File: src/hw/gpiop_consts.svh
`ifndef GPIOP_CONSTS_SVH
`define GPIOP_CONSTS_SVH

// Register addresses in bank 15, as seen by the core's data-memory port.
`define GPIOP_ADDR_PD_SEL 7'h66
`define GPIOP_ADDR_GRP_DIR 7'h67
`define GPIOP_ADDR_DIR_BASE 7'h50
`define GPIOP_ADDR_DATA_BASE 7'h70
`define GPIOP_ADDR_IN_PD 7'h7C
`define GPIOP_ADDR_IN_A 7'h7D
`define GPIOP_ADDR_IN_C 7'h7E

// Reset values.
`define GPIOP_RST_LATCH 4'h0
`define GPIOP_RST_DIR 4'h0
`define GPIOP_RST_PD_SEL 4'h0

// Field layout: read-back pins are bits 3 and 2 of port 0; stop gating spares 3, 2, 0 of A.
`define GPIOP_RB_MASK 4'hC
`define GPIOP_STOP_KEEP_A 4'hD

`endif

File: src/hw/gpiop_pkg.sv
package gpiop_pkg;

    // Power state of the core as seen by the port logic.
    typedef enum logic [1:0] {
        GPIOP_RUN = 2'b00,
        GPIOP_HALT = 2'b01,
        GPIOP_STOP = 2'b10
    } gpiop_pwr_t;

endpackage

File: src/hw/gpiop_pin_bank.sv
`timescale 1ns/1ps
`include "gpiop_consts.svh"

module gpiop_pin_bank import gpiop_pkg::*; #(
    parameter logic [3:0] RB_MASK = 4'h0
) (
    input wire logic ref_clk, // System clock.
    input wire logic rst, // Power-on reset, async.
    input wire logic soft_clr, // Watchdog/stack reset pulse.
    input wire logic wr_en, // Write strobe for this port register.
    input wire logic rd_en, // Read strobe for this port register.
    input wire logic [3:0] wr_data, // Write data.
    input wire logic [3:0] dir, // Per-pin direction, 1 is output.
    input wire logic [3:0] pin_i, // Pin levels from the pads.
    output logic [3:0] pin_o, // Pad output values.
    output logic [3:0] pin_oe, // Pad output enables.
    output logic [3:0] rd_view // Value a read of this port returns.
);
    logic [3:0] meta_q;
    logic [3:0] lvl_q;
    logic [3:0] latch_q;
    logic [3:0] latch_d;
    logic [3:0] rb_out;
    logic [3:0] plain_out;
    logic cap;

    // Pads are asynchronous; only the second stage is read.
    always_ff @(posedge ref_clk or posedge rst) begin
        if (rst) begin
            meta_q <= 4'h0;
            lvl_q <= 4'h0;
        end else begin
            meta_q <= pin_i;
            lvl_q <= meta_q;
        end
    end

    // A read-back pin in output mode is overwritten by any read of the port.
    assign rb_out = RB_MASK & dir;
    assign plain_out = dir & ~RB_MASK;
    assign cap = rd_en & (|rb_out);

    // Writes land in the latch regardless of direction; a write outranks capture.
    always_comb begin
        latch_d = latch_q;
        if (soft_clr) begin
            latch_d = `GPIOP_RST_LATCH;
        end else if (wr_en) begin
            latch_d = wr_data;
        end else if (cap) begin
            latch_d = (latch_q & ~rb_out) | (lvl_q & rb_out);
        end
    end

    always_ff @(posedge ref_clk or posedge rst) begin
        if (rst) begin
            latch_q <= `GPIOP_RST_LATCH;
        end else begin
            latch_q <= latch_d;
        end
    end

    // Output pins show the latch; input pins float.
    assign pin_o = latch_q;
    assign pin_oe = dir;

    // Plain output pins read the latch, all others read the pad.
    assign rd_view = (plain_out & latch_q) | (~plain_out & lvl_q);
endmodule

File: src/hw/gpiop_top.sv
`timescale 1ns/1ps
`include "gpiop_consts.svh"

// Operation
// - Bit ports set direction per pin.
// - Nibble ports set direction four pins together.
// - Output pins drive their latch value.
// - Written one drives high, zero low.
// - Input pins release the driver.
// - Output-mode reads return latch, not pin, except on read-back pins.
// - Read-back pins always read the pad level.
// - Port read overwrites output read-back latches.
// - Power-on and watchdog reset clear direction, latch, select bits.
// - CE reset and stop keep direction, latch.
// - Halt keeps all port state unchanged.
// - Input port reads give pin levels.
// - Writes to input ports do nothing.
// - Pull-down on when select bit zero.
// - Select register: four bits at 66H.
// - Stop gates floating inputs, three pins spared.
// - Input-mode writes still update the latch.
// - Direction bit one means output.
// - Resets clear select bits, pull-downs on.
// - CE reset and stop keep select bits.

module gpiop_top import gpiop_pkg::*; #(
    parameter int N_BIT = 8,
    parameter int N_GRP = 4
) (
    input wire logic ref_clk, // System clock, 10 MHz.
    input wire logic rst, // Power-on reset, async, active high.
    input wire logic wdt_rst, // Watchdog/stack reset, one-cycle pulse.
    input wire logic halt_req, // Core is halted while high.
    input wire logic stop_exec, // Clock stop executed, one-cycle pulse.
    input wire logic stop_wake, // Leave clock stop, one-cycle pulse.
    input wire logic [6:0] reg_addr, // Bank 15 data address.
    input wire logic reg_wr, // Write strobe.
    input wire logic reg_rd, // Read strobe.
    input wire logic [3:0] reg_wdata, // Write data nibble.
    output logic [3:0] reg_rdata, // Read data, valid after a read.
    input wire logic [4*(N_BIT+N_GRP)-1:0] bidir_pin_i, // Pad levels.
    output logic [4*(N_BIT+N_GRP)-1:0] bidir_pin_o, // Pad drive values.
    output logic [4*(N_BIT+N_GRP)-1:0] bidir_pin_oe, // Pad enables.
    input wire logic [3:0] pulldown_input_port_i, // Input port with pull-downs.
    input wire logic [3:0] plain_input_port_a_i, // Plain input port A.
    input wire logic [3:0] plain_input_port_c_i, // Plain input port C.
    output logic [3:0] pulldown_en, // Pull-down connected when high.
    output logic stop_gate // Input gating during clock stop.
);
    localparam int N_PORT = N_BIT + N_GRP;

    gpiop_pwr_t pwr_q;
    gpiop_pwr_t pwr_d;

    logic [3:0] bdir_q [N_BIT];
    logic [3:0] grp_dir_q;
    logic [3:0] pulldown_select_bit_q;
    logic [3:0] rdata_q;
    logic [3:0] rdata_d;

    logic [3:0] port_dir [N_PORT];
    logic [3:0] port_view [N_PORT];
    logic [N_PORT-1:0] hit_data;
    logic [N_BIT-1:0] hit_dir;

    logic acc_ok;
    logic wr_go;
    logic rd_go;
    logic hit_pd;
    logic hit_grp;
    logic hit_in_pd;
    logic hit_in_a;
    logic hit_in_c;
    logic stop_go;
    logic in_stop;
    logic [3:0] data_or [N_PORT+1];
    logic [3:0] dir_or [N_BIT+1];
    logic [3:0] src_grp;
    logic [3:0] src_pd;
    logic [3:0] src_in;

    logic [11:0] in_meta_q;
    logic [11:0] in_lvl_q;
    logic [3:0] in_pd_view;
    logic [3:0] in_a_view;
    logic [3:0] in_c_view;

    // Stop is only taken from a running core; a halted core executes nothing.
    assign stop_go = stop_exec & ~halt_req;
    assign in_stop = (pwr_q == GPIOP_STOP);

    // Power state. Halt and stop freeze software access, so nothing moves.
    always_comb begin
        pwr_d = pwr_q;
        unique case (pwr_q)
            GPIOP_RUN: begin
                if (stop_go) begin
                    pwr_d = GPIOP_STOP;
                end else if (halt_req) begin
                    pwr_d = GPIOP_HALT;
                end
            end
            GPIOP_HALT: begin
                // The halt state trails the request by a cycle, so a stop issued in
                // the first cycle after release must still be taken.
                if (stop_go) begin
                    pwr_d = GPIOP_STOP;
                end else if (!halt_req) begin
                    pwr_d = GPIOP_RUN;
                end
            end
            GPIOP_STOP: begin
                if (stop_wake) begin
                    pwr_d = GPIOP_RUN;
                end
            end
            default: begin
                pwr_d = GPIOP_RUN;
            end
        endcase
    end

    // Watchdog reset returns the state machine to run as the core restarts.
    always_ff @(posedge ref_clk or posedge rst) begin
        if (rst) begin
            pwr_q <= GPIOP_RUN;
        end else if (wdt_rst) begin
            pwr_q <= GPIOP_RUN;
        end else begin
            pwr_q <= pwr_d;
        end
    end

    // Accesses count outside stop while the halt request is low; the request level is
    // used rather than the trailing halt state, so no access is lost on release.
    assign acc_ok = !in_stop && !halt_req;
    assign wr_go = reg_wr & acc_ok & ~wdt_rst;
    assign rd_go = reg_rd & acc_ok & ~wdt_rst;

    // Fixed-address decodes.
    assign hit_pd = (reg_addr == `GPIOP_ADDR_PD_SEL);
    assign hit_grp = (reg_addr == `GPIOP_ADDR_GRP_DIR);
    assign hit_in_pd = (reg_addr == `GPIOP_ADDR_IN_PD);
    assign hit_in_a = (reg_addr == `GPIOP_ADDR_IN_A);
    assign hit_in_c = (reg_addr == `GPIOP_ADDR_IN_C);

    // Per-port decode, direction registers and pin banks.
    genvar gi;
    generate
        for (gi = 0; gi < N_PORT; gi++) begin : g_port
            assign hit_data[gi] = (reg_addr == (`GPIOP_ADDR_DATA_BASE + 7'(gi)));
            assign data_or[gi+1] = data_or[gi] | (port_view[gi] & {4{hit_data[gi]}});

            if (gi < N_BIT) begin : g_bit
                assign hit_dir[gi] = (reg_addr == (`GPIOP_ADDR_DIR_BASE + 7'(gi)));
                assign dir_or[gi+1] = dir_or[gi] | (bdir_q[gi] & {4{hit_dir[gi]}});

                // One direction bit per pin; CE reset is not wired here, so it keeps it.
                always_ff @(posedge ref_clk or posedge rst) begin
                    if (rst) begin
                        bdir_q[gi] <= `GPIOP_RST_DIR;
                    end else if (wdt_rst) begin
                        bdir_q[gi] <= `GPIOP_RST_DIR;
                    end else if (wr_go && hit_dir[gi]) begin
                        bdir_q[gi] <= reg_wdata;
                    end
                end

                assign port_dir[gi] = bdir_q[gi];
            end else begin : g_grp
                // One bit fans out to all four pins of the nibble port.
                assign port_dir[gi] = {4{grp_dir_q[gi-N_BIT]}};
            end

            gpiop_pin_bank #(
                .RB_MASK((gi == 0) ? `GPIOP_RB_MASK : 4'h0)
            ) u_bank (
                .ref_clk(ref_clk),
                .rst(rst),
                .soft_clr(wdt_rst),
                .wr_en(wr_go & hit_data[gi]),
                .rd_en(rd_go & hit_data[gi]),
                .wr_data(reg_wdata),
                .dir(port_dir[gi]),
                .pin_i(bidir_pin_i[4*gi +: 4]),
                .pin_o(bidir_pin_o[4*gi +: 4]),
                .pin_oe(bidir_pin_oe[4*gi +: 4]),
                .rd_view(port_view[gi])
            );
        end
    endgenerate

    // Group direction register for the nibble ports.
    always_ff @(posedge ref_clk or posedge rst) begin
        if (rst) begin
            grp_dir_q <= `GPIOP_RST_DIR;
        end else if (wdt_rst) begin
            grp_dir_q <= `GPIOP_RST_DIR;
        end else if (wr_go && hit_grp) begin
            grp_dir_q <= reg_wdata;
        end
    end

    // Pull-down selection; survives CE reset and stop because neither touches it.
    always_ff @(posedge ref_clk or posedge rst) begin
        if (rst) begin
            pulldown_select_bit_q <= `GPIOP_RST_PD_SEL;
        end else if (wdt_rst) begin
            pulldown_select_bit_q <= `GPIOP_RST_PD_SEL;
        end else if (wr_go && hit_pd) begin
            pulldown_select_bit_q <= reg_wdata;
        end
    end

    // A zero bit connects the resistor.
    assign pulldown_en = ~pulldown_select_bit_q;

    // Input-only pads: two stages before anything looks at them.
    always_ff @(posedge ref_clk or posedge rst) begin
        if (rst) begin
            in_meta_q <= 12'h000;
            in_lvl_q <= 12'h000;
        end else begin
            in_meta_q <= {plain_input_port_c_i, plain_input_port_a_i, pulldown_input_port_i};
            in_lvl_q <= in_meta_q;
        end
    end

    // During stop, floating inputs are blocked so noise costs no current.
    // Three pins of port A stay live, since they can serve as wake sources.
    assign stop_gate = in_stop;
    assign in_pd_view = in_lvl_q[3:0] & {4{~stop_gate}};
    assign in_a_view = in_lvl_q[7:4] & ({4{~stop_gate}} | `GPIOP_STOP_KEEP_A);
    assign in_c_view = in_lvl_q[11:8] & {4{~stop_gate}};

    // Read multiplexer. Each source is masked by its own decode and all are ORed, so
    // an unmapped address reads zero. Input-only ports have no write path at all.
    assign data_or[0] = 4'h0;
    assign dir_or[0] = 4'h0;
    assign src_grp = grp_dir_q & {4{hit_grp}};
    assign src_pd = pulldown_select_bit_q & {4{hit_pd}};
    assign src_in = (in_pd_view & {4{hit_in_pd}}) | (in_a_view & {4{hit_in_a}})
        | (in_c_view & {4{hit_in_c}});
    assign rdata_d = data_or[N_PORT] | dir_or[N_BIT] | src_grp | src_pd | src_in;

    // Read data is registered and holds until the next accepted read.
    always_ff @(posedge ref_clk or posedge rst) begin
        if (rst) begin
            rdata_q <= 4'h0;
        end else if (rd_go) begin
            rdata_q <= rdata_d;
        end
    end

    assign reg_rdata = rdata_q;
endmodule

File: config.mk
export PLATFORM = sky130hd
export DESIGN_NAME = gpiop_top
export DESIGN_NICKNAME = d
export VERILOG_FILES = /design/src/hw/gpiop_pkg.sv /design/src/hw/gpiop_pin_bank.sv /design/src/hw/gpiop_top.sv
export VERILOG_INCLUDE_DIRS = /design/src /design/src/hw
export SDC_FILE = /design/constraint.sdc
export NUM_CORES = 1
export LEC_CHECK = 0
export BUFFER_PORTS_ARGS = -buffer_cell sky130_fd_sc_hd__buf_2
export CORE_ASPECT_RATIO = 1.2
export CORE_MARGIN = 2
export CORE_UTILIZATION = 59
export DETAILED_ROUTE_END_ITERATION = 10
export MAX_ROUTING_LAYER = met4
export PLACE_DENSITY = 0.91
export RECOVER_POWER = 25
export SLEW_MARGIN = 20
export SYNTH_ARGS = -nofsm -noshare
export SYNTH_HDL_FRONTEND = slang
export SYNTH_SLANG_ARGS = --single-unit
File: constraint.sdc
create_clock -name ref_clk -period 10.6 [get_ports ref_clk]
set_clock_uncertainty 0.1 [all_clocks]
set_input_delay 1.59 -clock ref_clk [delete_from_list [all_inputs] [get_ports ref_clk]]
set_output_delay 1.59 -clock ref_clk [all_outputs]
set_load 0.01 [all_outputs]
# After elaboration in Yosys (flattened, before gate mapping)
# Index checks and enable logic that the tools add are counted.
# W data, S select, Z words.
classes:
  bitwise: 127
  eq_ne: 30
  reduce_logical: 38
  mux: 52
op_table:
  columns: ["cell", "count"]
  rows:
  - ["$and A4 B4 Y4", 53]
  - ["$mux W4", 45]
  - ["$eq A7 B7 Y1 const B", 25]
  - ["$or A4 B4 Y4", 37]
  - ["$not A4 Y4", 13]
  - ["$reduce_bool A2 Y1", 21]
  - ["$and A1 B1 Y1", 19]
  - ["$mux W2", 6]
  - ["$logic_and A1 B1 Y1", 11]
  - ["$ne A4 B4 Y1 const B", 2]
  - ["$pmux W2 S3", 1]
  - ["$and A2 B4 Y4", 1]
  - ["$not A2 Y4", 1]
  - ["$ne A3 B3 Y1 const B", 1]
  - ["$not A1 Y1", 3]
  - ["$reduce_and A3 Y1", 1]
  - ["$reduce_bool A3 Y1", 1]
  - ["$eq A2 B1 Y1 const B", 1]
  - ["$eq A2 B2 Y1 const B", 1]
  - ["$logic_not A1 Y1", 2]
  - ["$logic_not A2 Y1", 1]
  - ["$reduce_or A2 Y1", 1]
totals:
  inputBits: 79
  out_inout_bits: 105
  wordCells: 297
  reg_bits: 214

# Depth between registers and ports, before layout
# Gate-level depths: netlist (run 1).
logic_depth:
  depth_word: 19
  mapped_depth: 7
  mapped_depth_nobuf: 5

# Modules after synthesis
# From an unflattened synthesis (run 1), not the netlist that was laid out.
hier_totals:
  hier_cells: 752
  hier_area_um2: 9228.9
by_module_without_submodules:
  columns: ["mod", "cells_each", "instances", "area_each_um2", "seq_area_each_um2"]
  rows:
  - ["gpiop_pin_bank (g_port[10].u_bank ...)", 30, 11, 445.4, 300.3]
  - ["gpiop_top", 388, 1, 3856.2, 1751.7]
  - ["gpiop_pin_bank (g_port[0].u_bank)", 34, 1, 473.0, 300.3]

# Worst setup path before layout (run 1)
# No wires, ideal clock.
synth_timing:
  path_kind: "input-to-reg"
  start: "in wdt_rst"
  end: "reg rdata_q[0] (netlist: reg_rdata[0])"
  arrival_time_ns: 2.928
  stages: 6
  slack_ns: 7.446
  setup_time_ns: 0.126
  n_path_buf: 1
  required_time_ns: 10.374
  cell_sequence: "buf_2 -> nand2b_1 -> or3_4 -> a2111oi_2 -> o2111ai_1 -> o32a_1"
synth_via:
  elab_chain_len: 2
synth_rtl:
  columns: ["element", "line", "rtl"]
  rows:
  - ["start: declaration", "gpiop_top.sv:32", "input wire logic wdt_rst,"]
  - ["$not A1 Y1", "gpiop_top.sv:138", "assign rd_go = reg_rd & acc_ok & ~wdt_rst;"]
  - ["$and A1 B1 Y1", "gpiop_top.sv:138", null]
  - ["end signal: assignment", "gpiop_top.sv:251", "rdata_q <= rdata_d;"]
  - ["end: declaration", "gpiop_top.sv:58", "logic [3:0] rdata_q;"]
# Every way passes these cells.
# A chain may end at the register's enable or synchronous reset.

# Final worst setup path (run 1)
layout_timing:
  start: "in reg_addr[0]"
  end: "reg bdir_q[10] (netlist bit)"
layout_via:
  elab_chain_len: 3
layout_rtl:
  columns: ["element", "line", "rtl"]
  rows:
  - ["start: declaration", "gpiop_top.sv:36", "input wire logic [6:0] reg_addr,"]
  - ["$eq A7 B7 Y1", "gpiop_top.sv:155", "assign hit_dir[gi] = (reg_addr == (`GPIOP_ADDR_DIR_BASE + 7'(gi)));"]
  - ["$logic_and A1 B1 Y1", "gpiop_top.sv:164", "end else if (wr_go && hit_dir[gi]) begin"]
  - ["$reduce_bool A2 Y1 (no line)", null, null]
  - ["end signal: indexed assignment", "gpiop_top.sv:161", "bdir_q[gi] <= `GPIOP_RST_DIR;"]
  - ["end signal: indexed assignment", "gpiop_top.sv:163", "bdir_q[gi] <= `GPIOP_RST_DIR;"]
  - ["end signal: indexed assignment", "gpiop_top.sv:165", "bdir_q[gi] <= reg_wdata;"]
  - ["end: declaration", "gpiop_top.sv:55", "logic [3:0] bdir_q [N_BIT];"]
# Every way passes these cells.

==> impl_metrics.tcl, run 1 <==
set metrics [dict create \
    drt_pre_antenna_iters 6 \
    clock_path_buffers 3 \
    post-route-worst-setup-slack_ns 7.05 \
    vdd_ir_max_mv 0.138 \
    synthesis.area_per_instance_um2 12.1 \
    drtIter0Drc 1001 \
    globalplace.congestion 0.949 \
    postCtsResizedCells 0 \
    max_freq_mhz 282 \
    cts-buffers-inserted 21 \
    worstPathMaxFanout 24 \
    cts.sink_count 214 \
    yosys.cell_types.count 60 \
    number_of_enable_flip_flop_cells_after_synthesis 0 \
    netSwitchingPower_uw 381 \
    power.density_cell_area_nw_per_um2 166 \
    routed_wire_length_per_instance_um 22.7 \
    critical_path.startpoint_type "input port" \
    final_area_um2 10200 \
    n_fill_cell 974 \
    dominantRegCellSynth "dfrtp_1" \
    route.detailed.drc 0 \
    route.vias.total 6558 \
    cts.hold.buffers_added 0 \
    setup-tns-final_ns 0 \
    syn-num-nets 798 \
    final_common_cell "dfrtp_1" \
    ys.warnings.count 0 \
    cts_root_buf "clkbuf_16" \
    synth-seq-cells 214 \
    cellInternalPower_mw 1.31 \
    grt_max_degree 165 \
    worst_skew_late_latency_ns 0.49 \
    share_comb_of_total_power_pct 5.9 \
    finalHoldViolCount 0 \
    vias_per_cell 6.22 \
    finalCoreUtilization_pct 71.0 \
    share_of_flip_flops_with_an_asynchronous_set_or_reset_after_synthesis_pct 100 \
    floorplan.die.height_um 137 \
    cts.repair_timing.setup_buffer_count 0 \
    h-tree-depth 1 \
    route.final.wire_length_mm 23.9 \
    grt.overflow.total 0 \
    timing.final.max_slew_violations 0 \
    layout.nets 945 \
    power.share.clock_pct 43.7 \
    dp_hpwl_mm 16.0 \
    p_leak_nw 5.11 \
    share_of_total_power_in_sequential_cells_pct 50.4 \
    final_cell_mix "dfrtp_1 (214), buf_2 (182), mux2i_1 (106), nor2_1 (84), nand3_1 (40)" \
    period_utilization_pct 33.5 \
    first_global_vias 6476 \
    worstPathRequired_ns 10.83 \
    worst_ep_arrival_time_ns 3.79 \
    worst_setup_hold_path_clk_slew_ns 0.07 \
    placement_rows 48 \
    place_ws_ns 6.63 \
    max_slew.worst_pin.slew_ns 0.928 \
    postSynthCellCount 719 \
    antenna_violations_before_repair 0 \
    die_width_um 115 \
    io_buffer_count 183 \
    layout-area-overhead-vs-synth_pct 17.6 \
    grt_util_all_layers_pct 31.7 \
    max-slew-margin-rel_pct 38.2 \
    io_pins 184 \
    postPlaceCellArea_um2 9550 \
    setup_viol 0 \
    hp-class "reg -> reg" \
    grt_pass1_wl_mm 36.6 \
    final_layout_size_suffix_gt1_share_pct 27.4 \
    core-area_um2 14400 \
    syn-cell-area_um2 8710 \
    cts_tree "built" \
    critPathCaptureType "flop" \
    design.die.area_um2 15800 \
    power_switching_share_pct 22.5 \
    totalPowerFinal_mw 1.70 \
    synth_sequential_area_ratio_pct 61.5 \
    initial_utilization_pct 60.4 \
    unrepaired_setup_endpoints_after_global_routing "no" \
    timing.max_cap.violations 0 \
    period_minus_slack_ns 3.55 \
    remaining_number_of_nets_flagged_by_the_antenna_check_after_routing 0 \
    critPathKind "in -> reg" \
    n_antenna_cell 0 \
    result_of_the_run "finished, final reports clean" \
]
-- kinds of logic after synthesis --
family / after synthesis / synth area share (%)
and+or+nand+nor: 221 / 12.8
muxes: 117 / 13.9
DFF: 214 / 61.5
AOI/OAI and AO/OA: 92 / 7.61
buffers and inverters: 75 / 4.28
-- synth_stat cells, drive strengths merged, types with 6 or more instances --
library cell	count	share of area, %
inv	13	0.56
mux2i	106	12
nor2b	7	0.59
clkbuf	32	1.4
nor2	84	3.6
nand2b	6	0.43
o22ai	8	0.57
nand3	41	2.4
mux2	9	1.2
buf	30	2.3
nand3b	11	0.95
a22oi	9	0.78
o21ai	8	0.46
nand2	37	1.6
a21oi	28	1.6
and3	8	0.57
dfrtp	214	61
-- registers in the layout (all words and copies together), names as in the netlist --
name	cells
g_port.u_bank.pin_o	48
reg_rdata	4
g_port.u_bank.lvl_q	48
pulldown_select_bit_q	4
g_port.u_bank.meta_q	48
grp_dir_q	4
bdir_q	32
pwr_q	2
in_meta_q	12
in_lvl_q	12
-- routing by layer --
| layer | wire (um) | share of wire [%] | vias up | GRT usage, % |
|---|---|---|---|---|
| met2 | 11800 | 49 | 458 | 51.7 |
| met4 | 903 | 3.8 | 0 | 11.7 |
| met3 | 2110 | 8.8 | 84 | 4.30 |
| li1 | - | - | 2804 | - |
| met5 | 0 | 0 | - | - |
| met1 | 9140 | 38 | 3212 | 41.1 |
-- per-stage QoR --
stage / hold WS, ns / cells
6_report: 0.238 / 1055
5_1_grt: 0.254 / 1055
4_1_cts: 0.244 / 1055
3_5_place_dp: 0.235 / 1018
3_3_place_gp: 0.232 / 1018
2_1_floorplan: 0.231 / 719
-- power by group through the flow --
stage          Clock (mW)  Sequential, mW  Combinational, mW
6_report            0.741           0.855             0.0994
5_1_grt             0.781           0.857              0.107
4_1_cts             0.747           0.855             0.0979
3_5_place_dp            0           0.869             0.0968
3_3_place_gp            0           0.868             0.0956
2_1_floorplan           0           0.867             0.0578
-- cell type report --
class	count	area (um2)	area share, %
flip-flops and latches	214	5360	52.3
clock inverters	8	90.1	0.880
inverters	13	61.3	0.599
clock buffers	29	596	5.82
multi-input cells	430	2980	29.1
repair buffers	186	937	9.15
well taps	175	219	2.14
-- final timing paths --
kind	depth (start not counted)	start	slack, ns	to
worst max-delay path	6	reg_addr[0]	7.05	bdir_q[10]
worst min-delay path	0	in_meta_q[10]	0.24	in_lvl_q[10]
worst max register to register	5	grp_dir_q[2]	8.40	reg_rdata[3]
worst min register to register	0	in_meta_q[10]	0.24	in_lvl_q[10]
max in group asynchronous	3	rst	8.06	g_port[4].u_bank.meta_q[1]
min in group asynchronous	2	rst	1.18	g_port[8].u_bank.lvl_q[2]
-- critical path: stages --
cell,delay [ns]
buf_2,0.45
nor2b_1,0.55
nor2b_1,0.53
nand3_1,0.33
mux2i_1,0.25
nor2_1,0.06
Power figures use the tool's default switching activity.
==> run 2: changes to the inputs <==
Settings changed: CORE_UTILIZATION 59 to 54, PLACE_DENSITY 0.91 to 0.85.
Clock period 10.6 ns to 3.5 ns, I/O delays scaled along.
==> run 2 against run 1 <==
  * Design area grew 1.1%
  * Sequential power grew to 3.0 times the previous value
  * Routed wire length fell by 2.2%
  * Critical path depth unchanged
  * Via count is 0.79% lower
  * Die area rose by 9.0%
  * Count of clock-buffer cells in the layout stayed put
  * Register-to-register slack lost 7.2 ns
  * Combinational power grew to 3.1 times the previous value
  * Flip-flop and latch count stayed put
  * Critical path type is now reg -> reg
  * Critical endpoint is now g_port[4].u_bank.pin_o[0]
==> impl_metrics.tcl, run 2 (synthesis gave the netlist of run 1 again) <==
set metrics [dict create \
    result_of_the_run "finished, final reports clean" \
    critPathKind "reg -> reg" \
    setup-tns-final_ns 0 \
    io_buffer_count 183 \
    setup_viol 0 \
    worst_setup_hold_path_clk_slew_ns 0.06 \
    period_minus_slack_ns 2.31 \
    grt_max_degree 97 \
    final_cell_mix "dfrtp_1 (214), buf_2 (182), mux2i_1 (106), nor2_1 (84), nand3_1 (40)" \
    antenna_violations_before_repair 0 \
    layout.nets 952 \
    route.detailed.drc 0 \
    critical_path.startpoint_type "flop" \
    cts.sink_count 214 \
    drtIter0Drc 641 \
    timing.final.max_slew_violations 0 \
    share_of_total_power_in_sequential_cells_pct 50.5 \
    timing.critical_path.from "pwr_q[1]" \
    postCtsResizedCells 0 \
    floorplan.die.height_um 143 \
    final-seq-area_um2 5360 \
    final_common_cell "dfrtp_1" \
    grt.overflow.total 0 \
    worstPathRequired_ns 3.75 \
    design.die.area_um2 17200 \
    max-slew-margin-rel_pct 36.6 \
    worstPathCellList "nor2b_4, nor3b_4, buf_4, nand3_1, mux2i_1, nor2_1" \
    layout.cells.non_filler 1095 \
    route.vias.total 6506 \
    numPlacedInstances 1056 \
    drt_pre_antenna_iters 5 \
    cts_tree "built" \
    placement_rows 50 \
    layout-area-overhead-vs-synth_pct 18.9 \
    dp_hpwl_mm 16.3 \
    first_global_vias 6440 \
    top_cell_family_by_delay_on_the_critical_path "simple AND/OR/NAND/NOR gates" \
    finalHoldViolCount 0 \
    critical_hold_path_startpoint "plain_input_port_a_i[3]" \
    grt_util_all_layers_pct 28.6 \
    routed_wire_length_per_instance_um 21.4 \
    power_switching_share_pct 23.2 \
    h-tree-depth 1 \
    netSwitchingPower_mw 1.19 \
    period_utilization_pct 66.0 \
    remaining_number_of_nets_flagged_by_the_antenna_check_after_routing 0 \
    share_comb_of_total_power_pct 6.0 \
    crit_path_top_delay_cell "nor3b_4" \
    clock_path_buffers 3 \
    n_antenna_cell 0 \
    max_freq_mhz 433 \
    critPathBufInv 1 \
    globalplace.congestion 0.949 \
    cts-buffers-inserted 22 \
    route.final.wire_length_mm 23.4 \
    n_fill_cell 1199 \
    setup.reg_to_reg.worst_slack_ns 1.19 \
    grt_pass1_wl_mm 36.2 \
    p_leak_nw 5.14 \
    final_layout_size_suffix_gt1_share_pct 28.1 \
    power.share.clock_pct 43.5 \
    worstPathMaxFanout 18 \
    worst_ep_arrival_time_ns 2.55 \
    cellInternalPower_mw 3.94 \
    timing.rr.start "pwr_q[1]" \
    unrepaired_setup_endpoints_after_global_routing "no" \
    vias_per_cell 5.94 \
    vdd_ir_max_mv 0.413 \
    timing.max_cap.violations 0 \
    cts_root_buf "clkbuf_16" \
    die_width_um 120 \
    power.density_cell_area_nw_per_um2 495 \
    worst_path_largest_cell_delay_ns 0.49 \
    multi_input_comb_area_um2 2980 \
    max_slew.worst_pin.slew_ns 0.951 \
    io_pins 184 \
    critPathCaptureType "flop" \
    core-area_um2 15700 \
    hp-class "in -> reg" \
    worst_skew_late_latency_ns 0.50 \
    initial_utilization_pct 55.5 \
]
==> run 2: per-stage QoR <==
step           hold slack [ns]  util (%)  power (mW)  worst slack, ns  instance area, um2
2_1_floorplan            0.231         -        2.80           0.0908                8710
3_3_place_gp             0.231      61.5        2.93            0.899                9650
3_5_place_dp             0.235      61.5        2.94            0.843                9650
4_1_cts                 0.0156      66.0        5.16             1.21               10400
5_1_grt                0.00614      66.0        5.31             1.08               10400
6_report                0.0251      66.0        5.13             1.19               10400
==> run 2: final timing paths <==
| check | end | depth (start not counted) |
|---|---|---|
| max | g_port[4].u_bank.pin_o[0] | 6 |
| min | in_meta_q[7] | 1 |
| max in group asynchronous | g_port[1].u_bank.meta_q[2] | 4 |
| min reg2reg | g_port[0].u_bank.lvl_q[2] | 0 |
| max reg2reg | g_port[4].u_bank.pin_o[0] | 6 |
| min in group asynchronous | g_port[3].u_bank.meta_q[2] | 3 |
==> run 2: metal layers <==
layer	share of wire (%)	GRT usage [%]	vias up
met2	50	45.9	396
met1	39	37.5	3223
met4	3.0	9.91	0
li1	-	-	2820
met3	8.3	4.11	67
met5	0	-	-
==> run 2: repair_timing <==
action	4_1_cts	5_1_grt
setup buffers	0	0
endpoints found under the hold margin	1	0
hold buffers	1	0
setup endpoints to repair	0	0
==> run 2: cell type report <==
cell class              count  area share, %
clock buffers              29           6.16
clock inverters             9          0.604
inverters                  13          0.483
multi-input cells         430           28.8
flip-flops and latches    214           51.7
well taps                 208           2.51
repair buffers            192           9.75
==> run 2: power groups by stage <==
stage          logic, mW  registers [mW]  clock network [mW]
6_report           0.308            2.59                2.23
3_3_place_gp       0.299            2.63                   0
5_1_grt            0.331            2.59                2.38
2_1_floorplan      0.176            2.62                   0
4_1_cts            0.306            2.59                2.26
3_5_place_dp       0.303            2.63                   0
